$ cat config.mk
export PLATFORM = sky130hd
export DESIGN_NAME = apb_gpio_four_port
export DESIGN_NICKNAME = d
export VERILOG_FILES = /design/src/common/gpio_pkg.sv /design/src/logic/apb_gpio_four_port.sv
export VERILOG_INCLUDE_DIRS = /design/src /design/src/common
export SDC_FILE = /design/constraint.sdc
export NUM_CORES = 1
export LEC_CHECK = 0
export BUFFER_PORTS_ARGS = -buffer_cell sky130_fd_sc_hd__buf_4
export CAP_MARGIN = 10
export CORE_MARGIN = 2
export CORE_UTILIZATION = 55
export DETAILED_ROUTE_END_ITERATION = 8
export GPL_TIMING_DRIVEN = 0
export PLACE_DENSITY = 0.77
export REMOVE_ABC_BUFFERS = 1
export SETUP_SLACK_MARGIN = 0.2
export SLEW_MARGIN = 5
export SYNTH_ARGS = -nofsm -noshare
export SYNTH_HDL_FRONTEND = slang
export SYNTH_SLANG_ARGS = --single-unit
$ cat constraint.sdc
create_clock -name clock -period 4.4 [get_ports clock]
set_input_delay 0.88 -clock clock [delete_from_list [all_inputs] [get_ports clock]]
set_output_delay 0.88 -clock clock [all_outputs]
set_load 0.02 [all_outputs]
$ cat src/common/gpio_defines.svh
// Register offsets, field widths and reset values of the four-port GPIO unit
`ifndef GPIO_DEFINES_SVH
`define GPIO_DEFINES_SVH
`define OFS_PORT_A_OUT_DATA 8'h00
`define OFS_PORT_A_DIRECTION 8'h04
`define OFS_PORT_B_OUT_DATA 8'h0C
`define OFS_PORT_B_DIRECTION 8'h10
`define OFS_PORT_C_OUT_DATA 8'h18
`define OFS_PORT_C_DIRECTION 8'h1C
`define OFS_PORT_D_OUT_DATA 8'h24
`define OFS_PORT_D_DIRECTION 8'h28
`define OFS_IRQ_ENABLE 8'h30
`define OFS_IRQ_MASK 8'h34
`define OFS_IRQ_EDGE_SELECT 8'h38
`define OFS_IRQ_POLARITY 8'h3C
`define OFS_IRQ_MASKED_STATUS 8'h40
`define OFS_IRQ_RAW_STATUS 8'h44
`define OFS_DEBOUNCE_ENABLE 8'h48
`define OFS_IRQ_EDGE_CLEAR 8'h4C
`define OFS_PORT_A_PAD_VALUE 8'h50
`define OFS_PORT_B_PAD_VALUE 8'h54
`define OFS_PORT_C_PAD_VALUE 8'h58
`define OFS_PORT_D_PAD_VALUE 8'h5C
`define OFS_LEVEL_IRQ_SYNC_ENABLE 8'h60
`define PORT_WIDTH 8
`define PORT_COUNT 4
`define REG_RESET 8'h00
`endif

$ cat src/common/gpio_pkg.sv
// Types shared by the four-port GPIO unit
package gpio_pkg;
  // One port's software-side state
  typedef struct packed {
    logic [7:0] out_data;
    logic [7:0] direction;
  } port_cfg_t;
  // Per-bit interrupt configuration of the first port
  typedef struct packed {
    logic [7:0] enable;
    logic [7:0] mask;
    logic [7:0] edge_sel;
    logic [7:0] polarity;
    logic [7:0] debounce;
    logic sync_level;
  } irq_cfg_t;
endpackage

$ cat src/logic/apb_gpio_four_port.sv
// APB slave GPIO unit with four 8-bit ports and first-port interrupts
`timescale 1ns/1ps
`include "gpio_defines.svh"
// Summary of operation
// - Acts as APB slave with a 32-bit data path
// - Controls 32 pads in four 8-bit ports, each bit independent
// - Output data drives pads set as output; reads return last write
// - Direction bit 0 is input, 1 is output; reset makes all inputs
// - Pad value register returns pad for inputs, out data for outputs
// - First-port bits with enable set act as interrupt sources
// - Bits set as output raise no new interrupt
// - Mask bit 1 blocks the interrupt; 0 passes it
// - Type bit 0 gives level detection, 1 gives edge detection
// - Polarity 0 means low or falling, 1 means high or rising
// - Raw status before mask and masked status after, both read-only
// - Debounced inputs must hold for two clock periods
// - Writing 1 to clear register clears that edge interrupt
// - Interrupts stay cleared while their bit is not enabled
// - Level sync setting selects synchronised or direct level path
// - Unused addresses and bits read zero with no bus error
// - Masked interrupts combine into one output without own mask
// - Edge inputs are always synchronised before edge detection
// - Edge clear removes raw and masked status together
module apb_gpio_four_port
  import gpio_pkg::*;
(
  // Clock and reset
  input wire logic clock,
  input wire logic nrst,
  // APB slave
  input wire logic psel,
  input wire logic penable,
  input wire logic pwrite,
  input wire logic [7:0] paddr,
  input wire logic [31:0] pwdata,
  output logic [31:0] prdata,
  output logic pready,
  output logic pslverr,
  // Pads, ports A..D in bytes 0..3
  input wire logic [31:0] pad_in,
  output logic [31:0] pad_out,
  output logic [31:0] pad_oe_n,
  // Combined interrupt
  output logic irq
);
  localparam int W = `PORT_WIDTH;
  localparam int N = `PORT_COUNT;

  port_cfg_t port_cfg [N];
  irq_cfg_t icfg;
  logic [W-1:0] edge_status;
  logic [31:0] pad_meta;
  logic [31:0] pad_sync;
  logic [W-1:0] deb_stage;
  logic [W-1:0] deb_value;
  logic [W-1:0] prev_sample;

  // Access decode
  wire wr_en = psel && penable && pwrite;
  wire rd_en = psel && !penable && !pwrite;
  wire [7:0] wr_b = pwdata[7:0];

  // Double synchroniser on every pad input
  always_ff @(posedge clock or negedge nrst) begin
    if (!nrst) begin
      pad_meta <= 32'h0;
      pad_sync <= 32'h0;
    end else begin
      pad_meta <= pad_in;
      pad_sync <= pad_meta;
    end
  end

  // Debounce: value accepted only after two equal samples
  always_ff @(posedge clock or negedge nrst) begin
    if (!nrst) begin
      deb_stage <= 8'h00;
      deb_value <= 8'h00;
    end else begin
      deb_stage <= pad_sync[W-1:0];
      deb_value <= (deb_stage == pad_sync[W-1:0]) ? deb_stage : deb_value;
    end
  end

  // Interrupt source selection
  wire [W-1:0] src_filt = (icfg.debounce & deb_value) | (~icfg.debounce & pad_sync[W-1:0]);
  wire [W-1:0] src_direct = (icfg.debounce & deb_value) | (~icfg.debounce & pad_in[W-1:0]);
  wire [W-1:0] level_src = icfg.sync_level ? src_filt : src_direct;
  wire [W-1:0] active_mask = icfg.enable & ~port_cfg[0].direction;
  wire [W-1:0] level_active = ~(level_src ^ icfg.polarity);
  wire [W-1:0] rise = src_filt & ~prev_sample;
  wire [W-1:0] fall = ~src_filt & prev_sample;
  wire [W-1:0] edge_hit = active_mask & icfg.edge_sel & (icfg.polarity & rise | ~icfg.polarity & fall);
  wire [W-1:0] clear_bits = (wr_en && paddr == `OFS_IRQ_EDGE_CLEAR) ? wr_b : 8'h00;
  wire [W-1:0] raw_status = (edge_status & icfg.edge_sel & icfg.enable) |
                            (level_active & ~icfg.edge_sel & active_mask);
  wire [W-1:0] masked_status = raw_status & ~icfg.mask;
  wire [W-1:0] next_edge_status = edge_hit | (edge_status & ~clear_bits & icfg.enable);

  // Edge status: set wins over clear
  always_ff @(posedge clock or negedge nrst) begin
    if (!nrst) begin
      prev_sample <= 8'h00;
      edge_status <= 8'h00;
    end else begin
      prev_sample <= src_filt;
      edge_status <= next_edge_status;
    end
  end

  // Register writes
  genvar g;
  generate
    for (g = 0; g < N; g++) begin : g_port
      wire [7:0] ofs_dr = (g == 0) ? `OFS_PORT_A_OUT_DATA : (g == 1) ? `OFS_PORT_B_OUT_DATA :
                          (g == 2) ? `OFS_PORT_C_OUT_DATA : `OFS_PORT_D_OUT_DATA;
      wire [7:0] ofs_ddr = (g == 0) ? `OFS_PORT_A_DIRECTION : (g == 1) ? `OFS_PORT_B_DIRECTION :
                           (g == 2) ? `OFS_PORT_C_DIRECTION : `OFS_PORT_D_DIRECTION;
      always_ff @(posedge clock or negedge nrst) begin
        if (!nrst) begin
          port_cfg[g] <= '0;
        end else if (wr_en && paddr == ofs_dr) begin
          port_cfg[g].out_data <= wr_b;
        end else if (wr_en && paddr == ofs_ddr) begin
          port_cfg[g].direction <= wr_b;
        end
      end
      // Pad drive from registers; enable low while driving
      always_ff @(posedge clock or negedge nrst) begin
        if (!nrst) begin
          pad_out[g*W +: W] <= 8'h00;
          pad_oe_n[g*W +: W] <= 8'hFF;
        end else begin
          pad_out[g*W +: W] <= port_cfg[g].out_data;
          pad_oe_n[g*W +: W] <= ~port_cfg[g].direction;
        end
      end
      // Pad value readback
      wire [W-1:0] pad_value = (port_cfg[g].direction & port_cfg[g].out_data) |
                               (~port_cfg[g].direction & pad_sync[g*W +: W]);

    end
  endgenerate

  // Interrupt configuration registers
  always_ff @(posedge clock or negedge nrst) begin
    if (!nrst) begin
      icfg <= '0;
    end else if (wr_en) begin
      if (paddr == `OFS_IRQ_ENABLE) begin
        icfg.enable <= wr_b;
      end else if (paddr == `OFS_IRQ_MASK) begin
        icfg.mask <= wr_b;
      end else if (paddr == `OFS_IRQ_EDGE_SELECT) begin
        icfg.edge_sel <= wr_b;
      end else if (paddr == `OFS_IRQ_POLARITY) begin
        icfg.polarity <= wr_b;
      end else if (paddr == `OFS_DEBOUNCE_ENABLE) begin
        icfg.debounce <= wr_b;
      end else if (paddr == `OFS_LEVEL_IRQ_SYNC_ENABLE) begin
        icfg.sync_level <= pwdata[0];
      end
    end
  end

  // Read mux; unmapped reads give zero
  wire [7:0] rd_byte =
    (paddr == `OFS_PORT_A_OUT_DATA) ? port_cfg[0].out_data :
    (paddr == `OFS_PORT_A_DIRECTION) ? port_cfg[0].direction :
    (paddr == `OFS_PORT_B_OUT_DATA) ? port_cfg[1].out_data :
    (paddr == `OFS_PORT_B_DIRECTION) ? port_cfg[1].direction :
    (paddr == `OFS_PORT_C_OUT_DATA) ? port_cfg[2].out_data :
    (paddr == `OFS_PORT_C_DIRECTION) ? port_cfg[2].direction :
    (paddr == `OFS_PORT_D_OUT_DATA) ? port_cfg[3].out_data :
    (paddr == `OFS_PORT_D_DIRECTION) ? port_cfg[3].direction :
    (paddr == `OFS_IRQ_ENABLE) ? icfg.enable :
    (paddr == `OFS_IRQ_MASK) ? icfg.mask :
    (paddr == `OFS_IRQ_EDGE_SELECT) ? icfg.edge_sel :
    (paddr == `OFS_IRQ_POLARITY) ? icfg.polarity :
    (paddr == `OFS_IRQ_MASKED_STATUS) ? masked_status :
    (paddr == `OFS_IRQ_RAW_STATUS) ? raw_status :
    (paddr == `OFS_DEBOUNCE_ENABLE) ? icfg.debounce :
    (paddr == `OFS_PORT_A_PAD_VALUE) ? g_port[0].pad_value :
    (paddr == `OFS_PORT_B_PAD_VALUE) ? g_port[1].pad_value :
    (paddr == `OFS_PORT_C_PAD_VALUE) ? g_port[2].pad_value :
    (paddr == `OFS_PORT_D_PAD_VALUE) ? g_port[3].pad_value :
    (paddr == `OFS_LEVEL_IRQ_SYNC_ENABLE) ? {7'h00, icfg.sync_level} :
    `REG_RESET;

  // Bus answers and interrupt output
  always_ff @(posedge clock or negedge nrst) begin
    if (!nrst) begin
      prdata <= 32'h0;
      pready <= 1'b0;
      pslverr <= 1'b0;
      irq <= 1'b0;
    end else begin
      if (rd_en) begin
        prdata <= {24'h000000, rd_byte};
      end
      pready <= psel && !penable;
      pslverr <= 1'b0;
      irq <= |masked_status;
    end
  end
endmodule

### Word level (Yosys, flattened, before mapping)

Index checks and enable logic that the tools add are counted.

* output and inout bits: 99
* word-level logic and storage cells: 157
* register bits after elaboration: 275

* mux-type cells: 22
* reduce and logical (&&, ||, !) cells: 27
* equality and inequality tests: 21
* bitwise logic cells: 56

Operator list (count)
* 8-bit bitwise AND: 25
* 8-bit 2-to-1 mux: 21
* 8-bit NOT: 12
* 8-bit by 7-bit equality test with 1-bit output, second input constant: 9
* 8-bit OR: 9
* 8-bit by 6-bit equality test with 1-bit output, second input constant: 6
* 8-bit by 5-bit equality test with 1-bit output, second input constant: 3
* 1-bit logical AND: 13
* 2-bit AND reduction: 5
* 1-bit NOT: 9
* 8-bit by 3-bit equality test with 1-bit output, second input constant: 1
* 8-bit by 4-bit equality test with 1-bit output, second input constant: 1
* 8-bit equality test: 1
* 8-bit logical NOT: 1
* 8-bit OR reduction: 1
* 8-bit XOR: 1
* 7-bit AND reduction: 1
* 6-bit AND reduction: 1
* 5-bit AND reduction: 1
* 4-bit AND reduction: 1
* 3-bit AND reduction: 1
* 1-bit logical NOT: 2
* 1-bit 2-to-1 mux: 1

### Longest topological paths before layout

Gate-level depths: netlist of the first run.

* word-level depth: 23
* mapped depth: 9
* depth with buffers taken out: 6

### Worst setup path before layout of the first run

OpenSTA, ideal clock, no wires.

* kind: input to register
* start point: in paddr[1]
* end point: reg icfg[37] (netlist bit)
* slack: 1.755 ns
* setup time: 0.125 ns
* required time: 4.275 ns
* arrival time: 2.520 ns
* cell stages on the path: 6
* cells stage by stage: buf_2 or4_4 buf_6 nor3_1 buf_2 mux2_2

* longest elaborated chain between the ends: 2

RTL lines
* from (decl): line apb_gpio_four_port.sv:34 `input wire logic [7:0] paddr,`
* 8-bit by 6-bit equality test with 1-bit output (no source line)
* 2-bit AND reduction (no source line)
* to (decl): line apb_gpio_four_port.sv:50 `irq_cfg_t icfg;`

No other way between the ends.
A chain may end at the register's enable or synchronous reset.

### Worst setup path after layout of the first run

* start point: in paddr[2]
* end point: reg port_cfg[38] (netlist bit)

* longest elaborated chain between the ends: 4
* elaborated cells on any way between the ends: 6

RTL lines
* 8-bit by 4-bit equality test with 1-bit output: line apb_gpio_four_port.sv:122 `end else if (wr_en && paddr == ofs_dr) begin`
* 1-bit logical AND: line apb_gpio_four_port.sv:122
* 1-bit NOT (no source line)
* 2-bit AND reduction (no source line) (*)
* to (decl): line apb_gpio_four_port.sv:49 `port_cfg_t port_cfg [N];`

Mark *: on every way between the ends. The rest lies on a longest branch, timed or not.

==> results of run 1 <==
## layout make-up
class / count / area share
Tap cell: 275 / 0.02445
Clock inverter: 13 / 0.01147
Clock buffer: 41 / 0.06260
Multi-Input combinational cell: 618 / 0.3215
Timing Repair Buffer: 133 / 0.07496
Inverter: 49 / 0.01307
Sequential cell: 275 / 0.4919
## power breakdown
part,switching [mW],internal [mW],leakage (nW)
clock,1.01,1.57,0.511
sequential,0.0624,2.62,3.46
combinational,0.264,0.152,2.39
## state kept, by name (all words and copies together) (netlist names)
register and cells:
irq 1, prev_sample 8, deb_value 8, pad_sync 32
pad_out 32, pad_meta 32, edge_status 8, port_cfg 64
pad_oe_n 32, pready 1, icfg 41, deb_stage 8
prdata 8
## kinds of logic after synthesis
logic type | Yosys count | share of synthesized area
other | 1 | 0.0003146
AOI/OAI and AO/OA | 216 | 0.1234
and+or+nand+nor | 207 | 0.09299
DFF | 275 | 0.5806
buffers and inverters | 122 | 0.04954
xor gates and xnor gates | 15 | 0.01102
muxes | 155 | 0.1421
## critical path, cell delays in order
cell and delay (ns):
buf_4 0.27, nor4_4 1.13, nand3_1 0.81, mux2_2 0.50
## metal layers
metal  vias up  global-route usage  routed length (um)
met4         0              0.1154                1374
met3       127             0.05783                2983
met2       529              0.4493               15180
met5         -                   0                   0
met1      4367              0.4000               13450
li1       3774                   -                   -
## path summary, 6_finish.rpt
check / start / endpoint / slack (ns) / depth (start not counted)
worst max-delay path: paddr[2] / port_cfg[38] / 1.18 / 4
worst min-delay path: nrst / port_cfg[18] / 0.22 / 1
worst max register to register: icfg[0] / irq / 1.80 / 6
worst min register to register: pad_meta[2] / pad_sync[2] / 0.34 / 0
max in group asynchronous: nrst / deb_value[1] / 3.29 / 2
min in group clock: pad_meta[2] / pad_sync[2] / 0.34 / 0
## metrics by stage
step | power [mW] | hold slack, ns
after detailed placement | 3.130 | 0.3347
after CTS | 5.704 | 0.2312
after global routing | 5.866 | 0.2325
final | 5.678 | 0.2231
after global placement | 3.110 | 0.3320
after floorplan | 2.893 | 0.3312
## placed cells by master (no fill, tap or decap), types with 10 or more instances in the layout
cell type	count
dfrtp_1	243
buf_4	126
mux2_2	114
nand2_1	77
o21ai_0	54
inv_1	49
mux2i_1	41
nor2_1	38
dfstp_2	32
a21oi_1	30
clkbuf_16	29
conb_1	25
a22oi_1	17
nand3_1	16
o22ai_1	15
a32oi_1	14
nor2b_1	14
a211oi_1	12
xnor2_1	12
a31oi_1	11
clkbuf_8	11
nand2b_1	10
==> summary.txt, run 1 <==
Run status
  • Status: complete, no violations

Cells and area
  • Area of the multi-input gates: 4524 um2
  • Non-Filler Instances: 1404
  • # fillers: 1593
  • Post-layout util: 0.6652
  • Layout Nets: about 1200
  • N_diodes: 0
  • P&R area growth vs syn: 18.03%
  • Share of post-route cells with drive strength above 1: 0.3127
  • Design Area, Final: roughly 14000 um2
  • Register Area: 6922 um2

CTS
  • Total CTS buffers: 29
  • Post-CTS Setup Bufs: 0
  • Worst-path clk slew: approximately 0.060 ns
  • Worst-skew pair later-pin latency: 0.54 ns
  • Clock root buffer: clkbuf_16
  • Hold buffers post-CTS: 0
  • Number of gates resized after cts: 0
  • Clock buffer depth: 3
  • Clk sinks: 275
  • Htree depth: 1
  • CTS tree: yes

Detailed routing
  • Initial DRT Pass Iterations: 7
  • Routed WL: between 30000 and 40000 um
  • Vias/cell: 6.266
  • Drt wl/cell: 23.49 um
  • DRC: 0
  • Vias post-DR: 8797
  • Detailed router's first-iteration violation count: 1024
  • ANT nets after route: 0

STA
  • Slew Viols, Final: 0
  • Slew HR: 0.1412
  • RSZ-0062 raised after global routing: false
  • Least-Margin Pin Slew: 1.279 ns
  • Part of the cycle the worst path needs: 0.7313
  • FMAX: approximately 310 MHz
  • Final min period: 3.218 ns
  • Clock Skew: 0.01043 ns
  • # setup viols final: 0
  • Final Hold Vio Count: 0
  • Setup TNS: 0 ns
  • Final WS setup: between 1 and 1.5 ns

Synthesis
  • Mapped Area: 11920 um2
  • Synth Flop Type: dfrtp_1
  • Ys Warns: 0
  • Avg Synthesized Cell Area: between 10 and 15 um2
  • Top-count cell post-synth: dfrtp_1
  • Share of the synthesized area in the top cell type: 0.5101
  • Async SR Flop Fraction: 1.000
  • Syn Inst Count: 991
  • Register area share after synthesis: 0.5806
  • Area leader, netlist: dfrtp_1
  • Synth cell count leaders: 243 x dfrtp_1, 114 x mux2_2, 77 x nand2_1, 54 x o21ai_0, 49 x inv_1
  • EDFF count, synth: 0
  • Synth top area cells: dfrtp_1 51%, mux2_2 11%, dfstp_2 7.1%
  • Synthesis-stage register bit count: 275
  • Synth cell types: 80

Global routing
  • First-pass GRT wire length: 49540 um
  • Initial antenna violation count: 0
  • Number of global-route vias before repair: 8699
  • Grt total ovfl: 0
  • GRT Total Usage: 0.2884
  • Largest net degree at the start of global routing: 122

Pwr
  • Power per cell area: 403.6 nW/um2
  • Max VDD drop: 307.6 uV
  • Lkg Pwr: 6.364 nW

Placed design
  • Dpl cell area: 13000 um2
  • Detail Placement HPWL: 22410 um
  • IO buf count: 126
  • Dpl cells: 1348
  • Setup WS pre-CTS: 0.5698 ns
  • Placer Congestion: roughly 1

Die
  • Num ports: 176
  • Die Width: 151.2 um
  • Num rows: 53
  • CORE AREA: roughly 21000 um2
  • Die area: 22870 um2
  • Die Span Y: between 150 and 200 um
  • Starting Density: 0.5636

Critical path
  • Crit path launch type: primary input
  • Crit path required time: 4.82 ns
  • CP max FO: 39
  • CP Data Arrival Time: about 3.6 ns
  • WS Path Type: in -> reg
  • Critical path capture point type: register

Job
  • MaxCap Viol Count: 0

Min path
  • HP Class: in -> async
Note: power is estimated with default switching activity, not from simulation.
==> run 2, diff against run 1 <==
- clock period: 4.4 -> 3.16 ns (I/O delays scaled with it)
==> summary.txt, run 2 (synthesized netlist as in run 1, its figures left out) <==
CTS
  • Total CTS buffers: 29 (unchanged)
  • Clock root buffer: clkbuf_16
  • Worst-path clk slew: 0.06 ns (about the same)
  • Worst-skew pair later-pin latency: 0.54 ns (about the same)
  • CTS tree: yes
  • Clock buffer depth: 3 (unchanged)
  • Clk sinks: 275 (unchanged)
  • Htree depth: 1 (unchanged)
  • Post-CTS Setup Bufs: 0 (unchanged)

Cells and area
  • Most common cell after layout, fill and taps aside: dfrtp_1
  • N_diodes: 0 (unchanged)
  • Top Registers: port_cfg: 64 flops, icfg: 41 flops
  • # fillers: 1593 (unchanged)
  • Share of post-route cells with drive strength above 1: 0.3127 (unchanged)
  • Top reg by flops: port_cfg
  • Non-Filler Instances: 1404 (unchanged)
  • Max reg flops: 64 (unchanged)
  • Register Area: 6922 um2 (unchanged)
  • Commonest non-fill, non-tap cells in the layout: 243 x dfrtp_1, 126 x buf_4, 114 x mux2_2, 77 x nand2_1, 54 x o21ai_0
  • Layout Nets: 1183 (unchanged)
  • Area of the multi-input gates: 4527 um2 (about the same)
  • Post-layout util: 0.6652 (about the same)
  • P&R area growth vs syn: 18.04% (about the same)

STA
  • Least-Margin Pin Slew: 1.277 ns (-0.001900 ns)
  • Final Hold Vio Count: 0 (unchanged)
  • RSZ-0062 raised after global routing: false
  • Hold_ws: 0.1942 ns (-0.02894 ns)
  • Clock Skew: 0.01004 ns (-0.0003959 ns)
  • Final min period: 2.990 ns
  • FMAX: 334.4 MHz
  • Slew Viols, Final: 0 (unchanged)
  • Part of the cycle the worst path needs: 0.9462
  • Slew HR: 0.1424 (+0.001277)
  • # setup viols final: 0 (unchanged)

Critical path
  • CP max FO: 39 (unchanged)
  • CP Data Arrival Time: 3.41 ns (-0.23 ns)
  • Crit path launch type: primary input
  • Crit path required time: 3.58 ns (-1.24 ns)
  • WS Path Type: in -> reg
  • Critical path capture point type: register

Global routing
  • Number of global-route vias before repair: 8708 (+0.10%)
  • Grt total ovfl: 0 (unchanged)
  • Largest net degree at the start of global routing: 122 (unchanged)
  • First-pass GRT wire length: 49490 um (-0.11%)
  • GRT Total Usage: 0.2879 (-0.0005895)
  • Initial antenna violation count: 0 (unchanged)

Placed design
  • IO buf count: 126 (unchanged)
  • Detail Placement HPWL: 22410 um (unchanged)
  • Dpl cells: 1348 (unchanged)
  • Placer Congestion: 0.9835 (unchanged)

Detailed routing
  • Initial DRT Pass Iterations: 7 (unchanged)
  • DRC: 0 (unchanged)
  • Vias post-DR: 8676 (-1.4%)
  • ANT nets after route: 0 (unchanged)
  • Detailed router's first-iteration violation count: 1004 (-2.0%)
  • Routed WL: 32960 um (about the same)
  • Drt wl/cell: 23.48 um (about the same)
  • Vias/cell: 6.179 (-1.4%)

Pwr
  • Power per cell area: 561.6 nW/um2 (+39%)
  • Max VDD drop: 429.1 uV (+40%)
  • Lkg Pwr: 6.363 nW (about the same)

Die
  • CORE AREA: 21150 um2 (unchanged)
  • Starting Density: 0.5636 (unchanged)
  • Die area: 22870 um2 (unchanged)
  • Die Width: 151.2 um (unchanged)
  • Die Span Y: 151.2 um (unchanged)
  • Num ports: 176 (unchanged)
  • Num rows: 53 (unchanged)

Min path
  • HP Class: in -> reg

Job
  • MaxCap Viol Count: 0 (unchanged)

Run status
  • Status: complete, no violations
[run 2: final cells by class]
| class | instances | area share |
|---|---|---|
| clock inverter | 13 | 0.01147 |
| sequential | 275 | 0.4919 |
| inverter | 49 | 0.01307 |
| tap | 275 | 0.02445 |
| multi-input combinational | 618 | 0.3217 |
| timing repair buffer | 133 | 0.07486 |
| clock buffer | 41 | 0.06259 |
[run 2: worst max-delay path, stage by stage]
cell     delay [ns]
buf_4          0.27
nor4_4         1.13
nand3_1        0.82
mux2_2         0.51
[run 2: stage by stage]
stage | total power [mW] | worst slack, ns | TNS [ns] | area (um2)
5_1_grt | 8.165 | 0.2053 | 0 | 14070
3_3_place_gp | 4.331 | -0.7700 | -204.06 | 12890
4_1_cts | 7.943 | 0.2264 | 0 | 14050
6_report | 7.904 | 0.1699 | 0 | 14070
3_5_place_dp | 4.358 | -0.4222 | -6.295 | 13000
2_1_floorplan | 4.028 | 0.7000 | 0 | 11600
[run 2: per-layer routing]
layer  track usage  up-vias  routed length [um]
met2        0.4529      492               15320
li1              -     3771                   -
met4        0.1154        0                1325
met5             0        -                   0
met1        0.3955     4304               13380
met3       0.05693      109                2938
[run 2: path summary, 6_finish.rpt]
check                            start            to  slack [ns]  depth (start not counted)
max                           paddr[2]  port_cfg[38]        0.17                          4
min                         pad_in[20]  pad_meta[20]        0.19                          1
max reg2reg                    icfg[0]           irq        0.56                          6
min reg2reg                pad_meta[2]   pad_sync[2]        0.34                          0
max in group asynchronous         nrst  deb_value[1]        1.70                          3
min in group asynchronous         nrst  port_cfg[18]        0.57                          2
[run 2: where the power goes]
| group | internal (mW) | total [mW] | switching [mW] |
|---|---|---|---|
| clock | 2.19 | 3.59 | 1.40 |
| sequential | 3.65 | 3.73 | 0.0871 |
| combinational | 0.211 | 0.579 | 0.368 |
| total | 6.05 | 7.90 | 1.86 |
[run 2: repair_timing]
item                       4_1_cts  5_1_grt
hold endpoints to repair        37        0
gates resized for setup          1        0
hold buffers                     1        0
setup endpoints to repair        9        0
==> run 3, diff against run 2 <==
- CORE_UTILIZATION: 55 -> 40
- PLACE_DENSITY: 0.77 -> unset
- clock period: 3.16 -> 2.4 ns (I/O delays scaled with it)
==> summary.txt, run 3 (synthesized netlist as in run 1, its figures left out) <==
Global routing
  • First-pass GRT wire length: 52530 um (+6.1%)
  • Number of global-route vias before repair: 8577 (-1.5%)
  • Largest net degree at the start of global routing: 121 (-0.82%)
  • GRT Total Usage: 0.2236 (-0.06424)
  • Grt total ovfl: 0 (unchanged)
  • Initial antenna violation count: 0 (unchanged)

Critical path
  • CP max FO: 6 (-85%)
  • WS Path Type: reg -> reg
  • Worst Reg2Reg Path Length in Cells: 6 (unchanged)
  • R2r startpoint: icfg[0]
  • Crit-path slowest cell: dfrtp_4
  • Crit path required time: 2.81 ns (-0.77 ns)
  • CP Data Arrival Time: 2.61 ns (-0.80 ns)
  • Critical path capture point type: register
  • Crit path launch type: register
  • R2R setup slack: 0.20 ns (-0.36 ns)
  • Reg2reg end: irq
  • Worst Setup EP: irq
  • Crit path largest cell delay: 0.54 ns (-0.59 ns)
  • Critical path origin: icfg[0]
  • Critical-path cell list: mux2i_1 > o21ai_1 > xnor2_1 > a22o_1 > and3_1 > or4_4

Cells and area
  • P&R area growth vs syn: 21.02%
  • Design Area, Final: 14430 um2 (+2.5%)
  • Top Registers: port_cfg: 64 flops, icfg: 41 flops
  • Commonest non-fill, non-tap cells in the layout: 242 x dfrtp_1, 136 x buf_4, 114 x mux2_2, 74 x nand2_1, 51 x o21ai_0
  • Register Area: 6925 um2 (about the same)
  • Max reg flops: 64 (unchanged)
  • N_diodes: 0 (unchanged)
  • Share of post-route cells with drive strength above 1: 0.3398 (+0.02709)
  • Area of the multi-input gates: 4641 um2 (+2.5%)
  • # fillers: 2733 (+72%)
  • Layout Nets: 1195 (+1.0%)
  • Top reg by flops: port_cfg
  • Most common cell after layout, fill and taps aside: dfrtp_1

Min path
  • HP Class: in -> reg
  • Hold Crit Depth: 1 (unchanged)

CTS
  • Htree depth: 1 (unchanged)
  • Clk sinks: 275 (unchanged)
  • Total CTS buffers: 30 (+3.4%)
  • Worst-skew pair later-pin latency: 0.56 ns (+0.02 ns)
  • Worst-path clk slew: 0.06 ns (about the same)
  • Clock buffer depth: 3 (unchanged)
  • Clock root buffer: clkbuf_16
  • CTS tree: yes

Die
  • Die Span Y: 176.6 um (+17%)
  • Num rows: 63 (+19%)
  • Starting Density: 0.4044 (-0.1592)
  • Die area: 31200 um2 (+36%)
  • Die Width: 176.6 um (+17%)
  • Num ports: 176 (unchanged)
  • CORE AREA: 29480 um2 (+39%)

Detailed routing
  • Vias post-DR: 8576 (-1.2%)
  • ANT nets after route: 0 (unchanged)
  • Vias/cell: 5.598 (-9.4%)
  • Drt wl/cell: 22.69 um (-3.4%)
  • Initial DRT Pass Iterations: 5 (-2)
  • DRC: 0 (unchanged)
  • Detailed router's first-iteration violation count: 772 (-23%)
  • Routed WL: 34760 um (+5.5%)

STA
  • Final min period: 2.196 ns
  • Part of the cycle the worst path needs: 0.9152
  • FMAX: 455.3 MHz
  • RSZ-0062 raised after global routing: true
  • Slew Viols, Final: 0 (unchanged)
  • Final Hold Vio Count: 0 (unchanged)
  • # setup viols final: 0 (unchanged)
  • Clock Skew: 0.01351 ns (+0.003475 ns)
  • Least-Margin Pin Slew: 0.9636 ns (-0.3132 ns)
  • Slew HR: 0.3548 (+0.2124)

Pwr
  • Max VDD drop: 542.3 uV (+26%)
  • Overall Power: 10.47 mW (+32%)
  • Lkg Pwr: 6.467 nW (+1.6%)
  • Power per cell area: 725.6 nW/um2 (+29%)

Placed design
  • IO buf count: 126 (unchanged)
  • Placer Congestion: 0.8847 (-10%)
  • Detail Placement HPWL: 24160 um (+7.8%)
  • Dpl cell area: 13150 um2 (+1.1%)

Job
  • MaxCap Viol Count: 0 (unchanged)

Run status
  • Status: complete, no violations
run 3: final cells by class:
cell class,instances,area share
multi-input cells,618,0.3217
clock buffers,35,0.05758
repair buffers,144,0.07970
clock inverters,21,0.01448
inverters,49,0.01275
flip-flops and latches,275,0.4800
well taps,390,0.03382
run 3: how the worst min path moves through the flow:
stage	to	start	slack, ns
2_1_floorplan	deb_stage[0]	nrst	0.18
4_1_cts	pad_meta[16]	pad_in[16]	0.01
3_3_place_gp	pad_sync[6]	pad_meta[6]	0.33
6_report	pad_meta[16]	pad_in[16]	0.03
5_1_grt	pad_meta[16]	pad_in[16]	0.01
3_5_place_dp	pad_sync[11]	pad_meta[11]	0.33
run 3: per-layer routing:
metal  global-route usage  up-vias  share of wire
met2               0.3454      346           0.46
met3              0.03243       58          0.070
met5                    0        -              0
met4              0.06887        0          0.031
li1                     -     3782              -
met1               0.3265     4390           0.44
run 3: metrics by stage:
step | setup TNS (ns) | worst slack [ns] | hold WS [ns] | utilization | cells
floorplan | 0 | 0.09198 | 0.1844 | - | 942
detailed placement | -54.11 | -1.108 | 0.3347 | 0.4459 | 1463
global route | 0 | 0.1446 | 0.01110 | 0.4894 | 1532
CTS | 0 | 0.01965 | 0.009522 | 0.4859 | 1529
finish | 0 | 0.2036 | 0.03071 | 0.4894 | 1532
global placement | -450.95 | -1.458 | 0.3316 | 0.4423 | 1458
run 3: power by group:
group,switching [mW],internal (mW)
Combinational,0.500,0.292
Sequential,0.114,4.80
Clock,1.95,2.81
Total,2.56,7.91
run 3: what timing repair did:
item / in CTS / in global routing
buffers inserted: 9 / 3
resized for setup: 17 / 21
hold endpoints to repair: 76 / 0
hold buffers: 1 / 0
pin swaps: 7 / 4
setup endpoints to repair: 61 / 96
cloned: 0 / 0
run 3: critical path, delay by kind of cell (launching register included):
family	cells	cell delay (ns)
AND/OR/NAND/NOR	2	0.70
flip-flops	1	0.54
multiplexers	1	0.35
AO/OA/AOI/OAI	2	0.31
XOR/XNOR	1	0.15
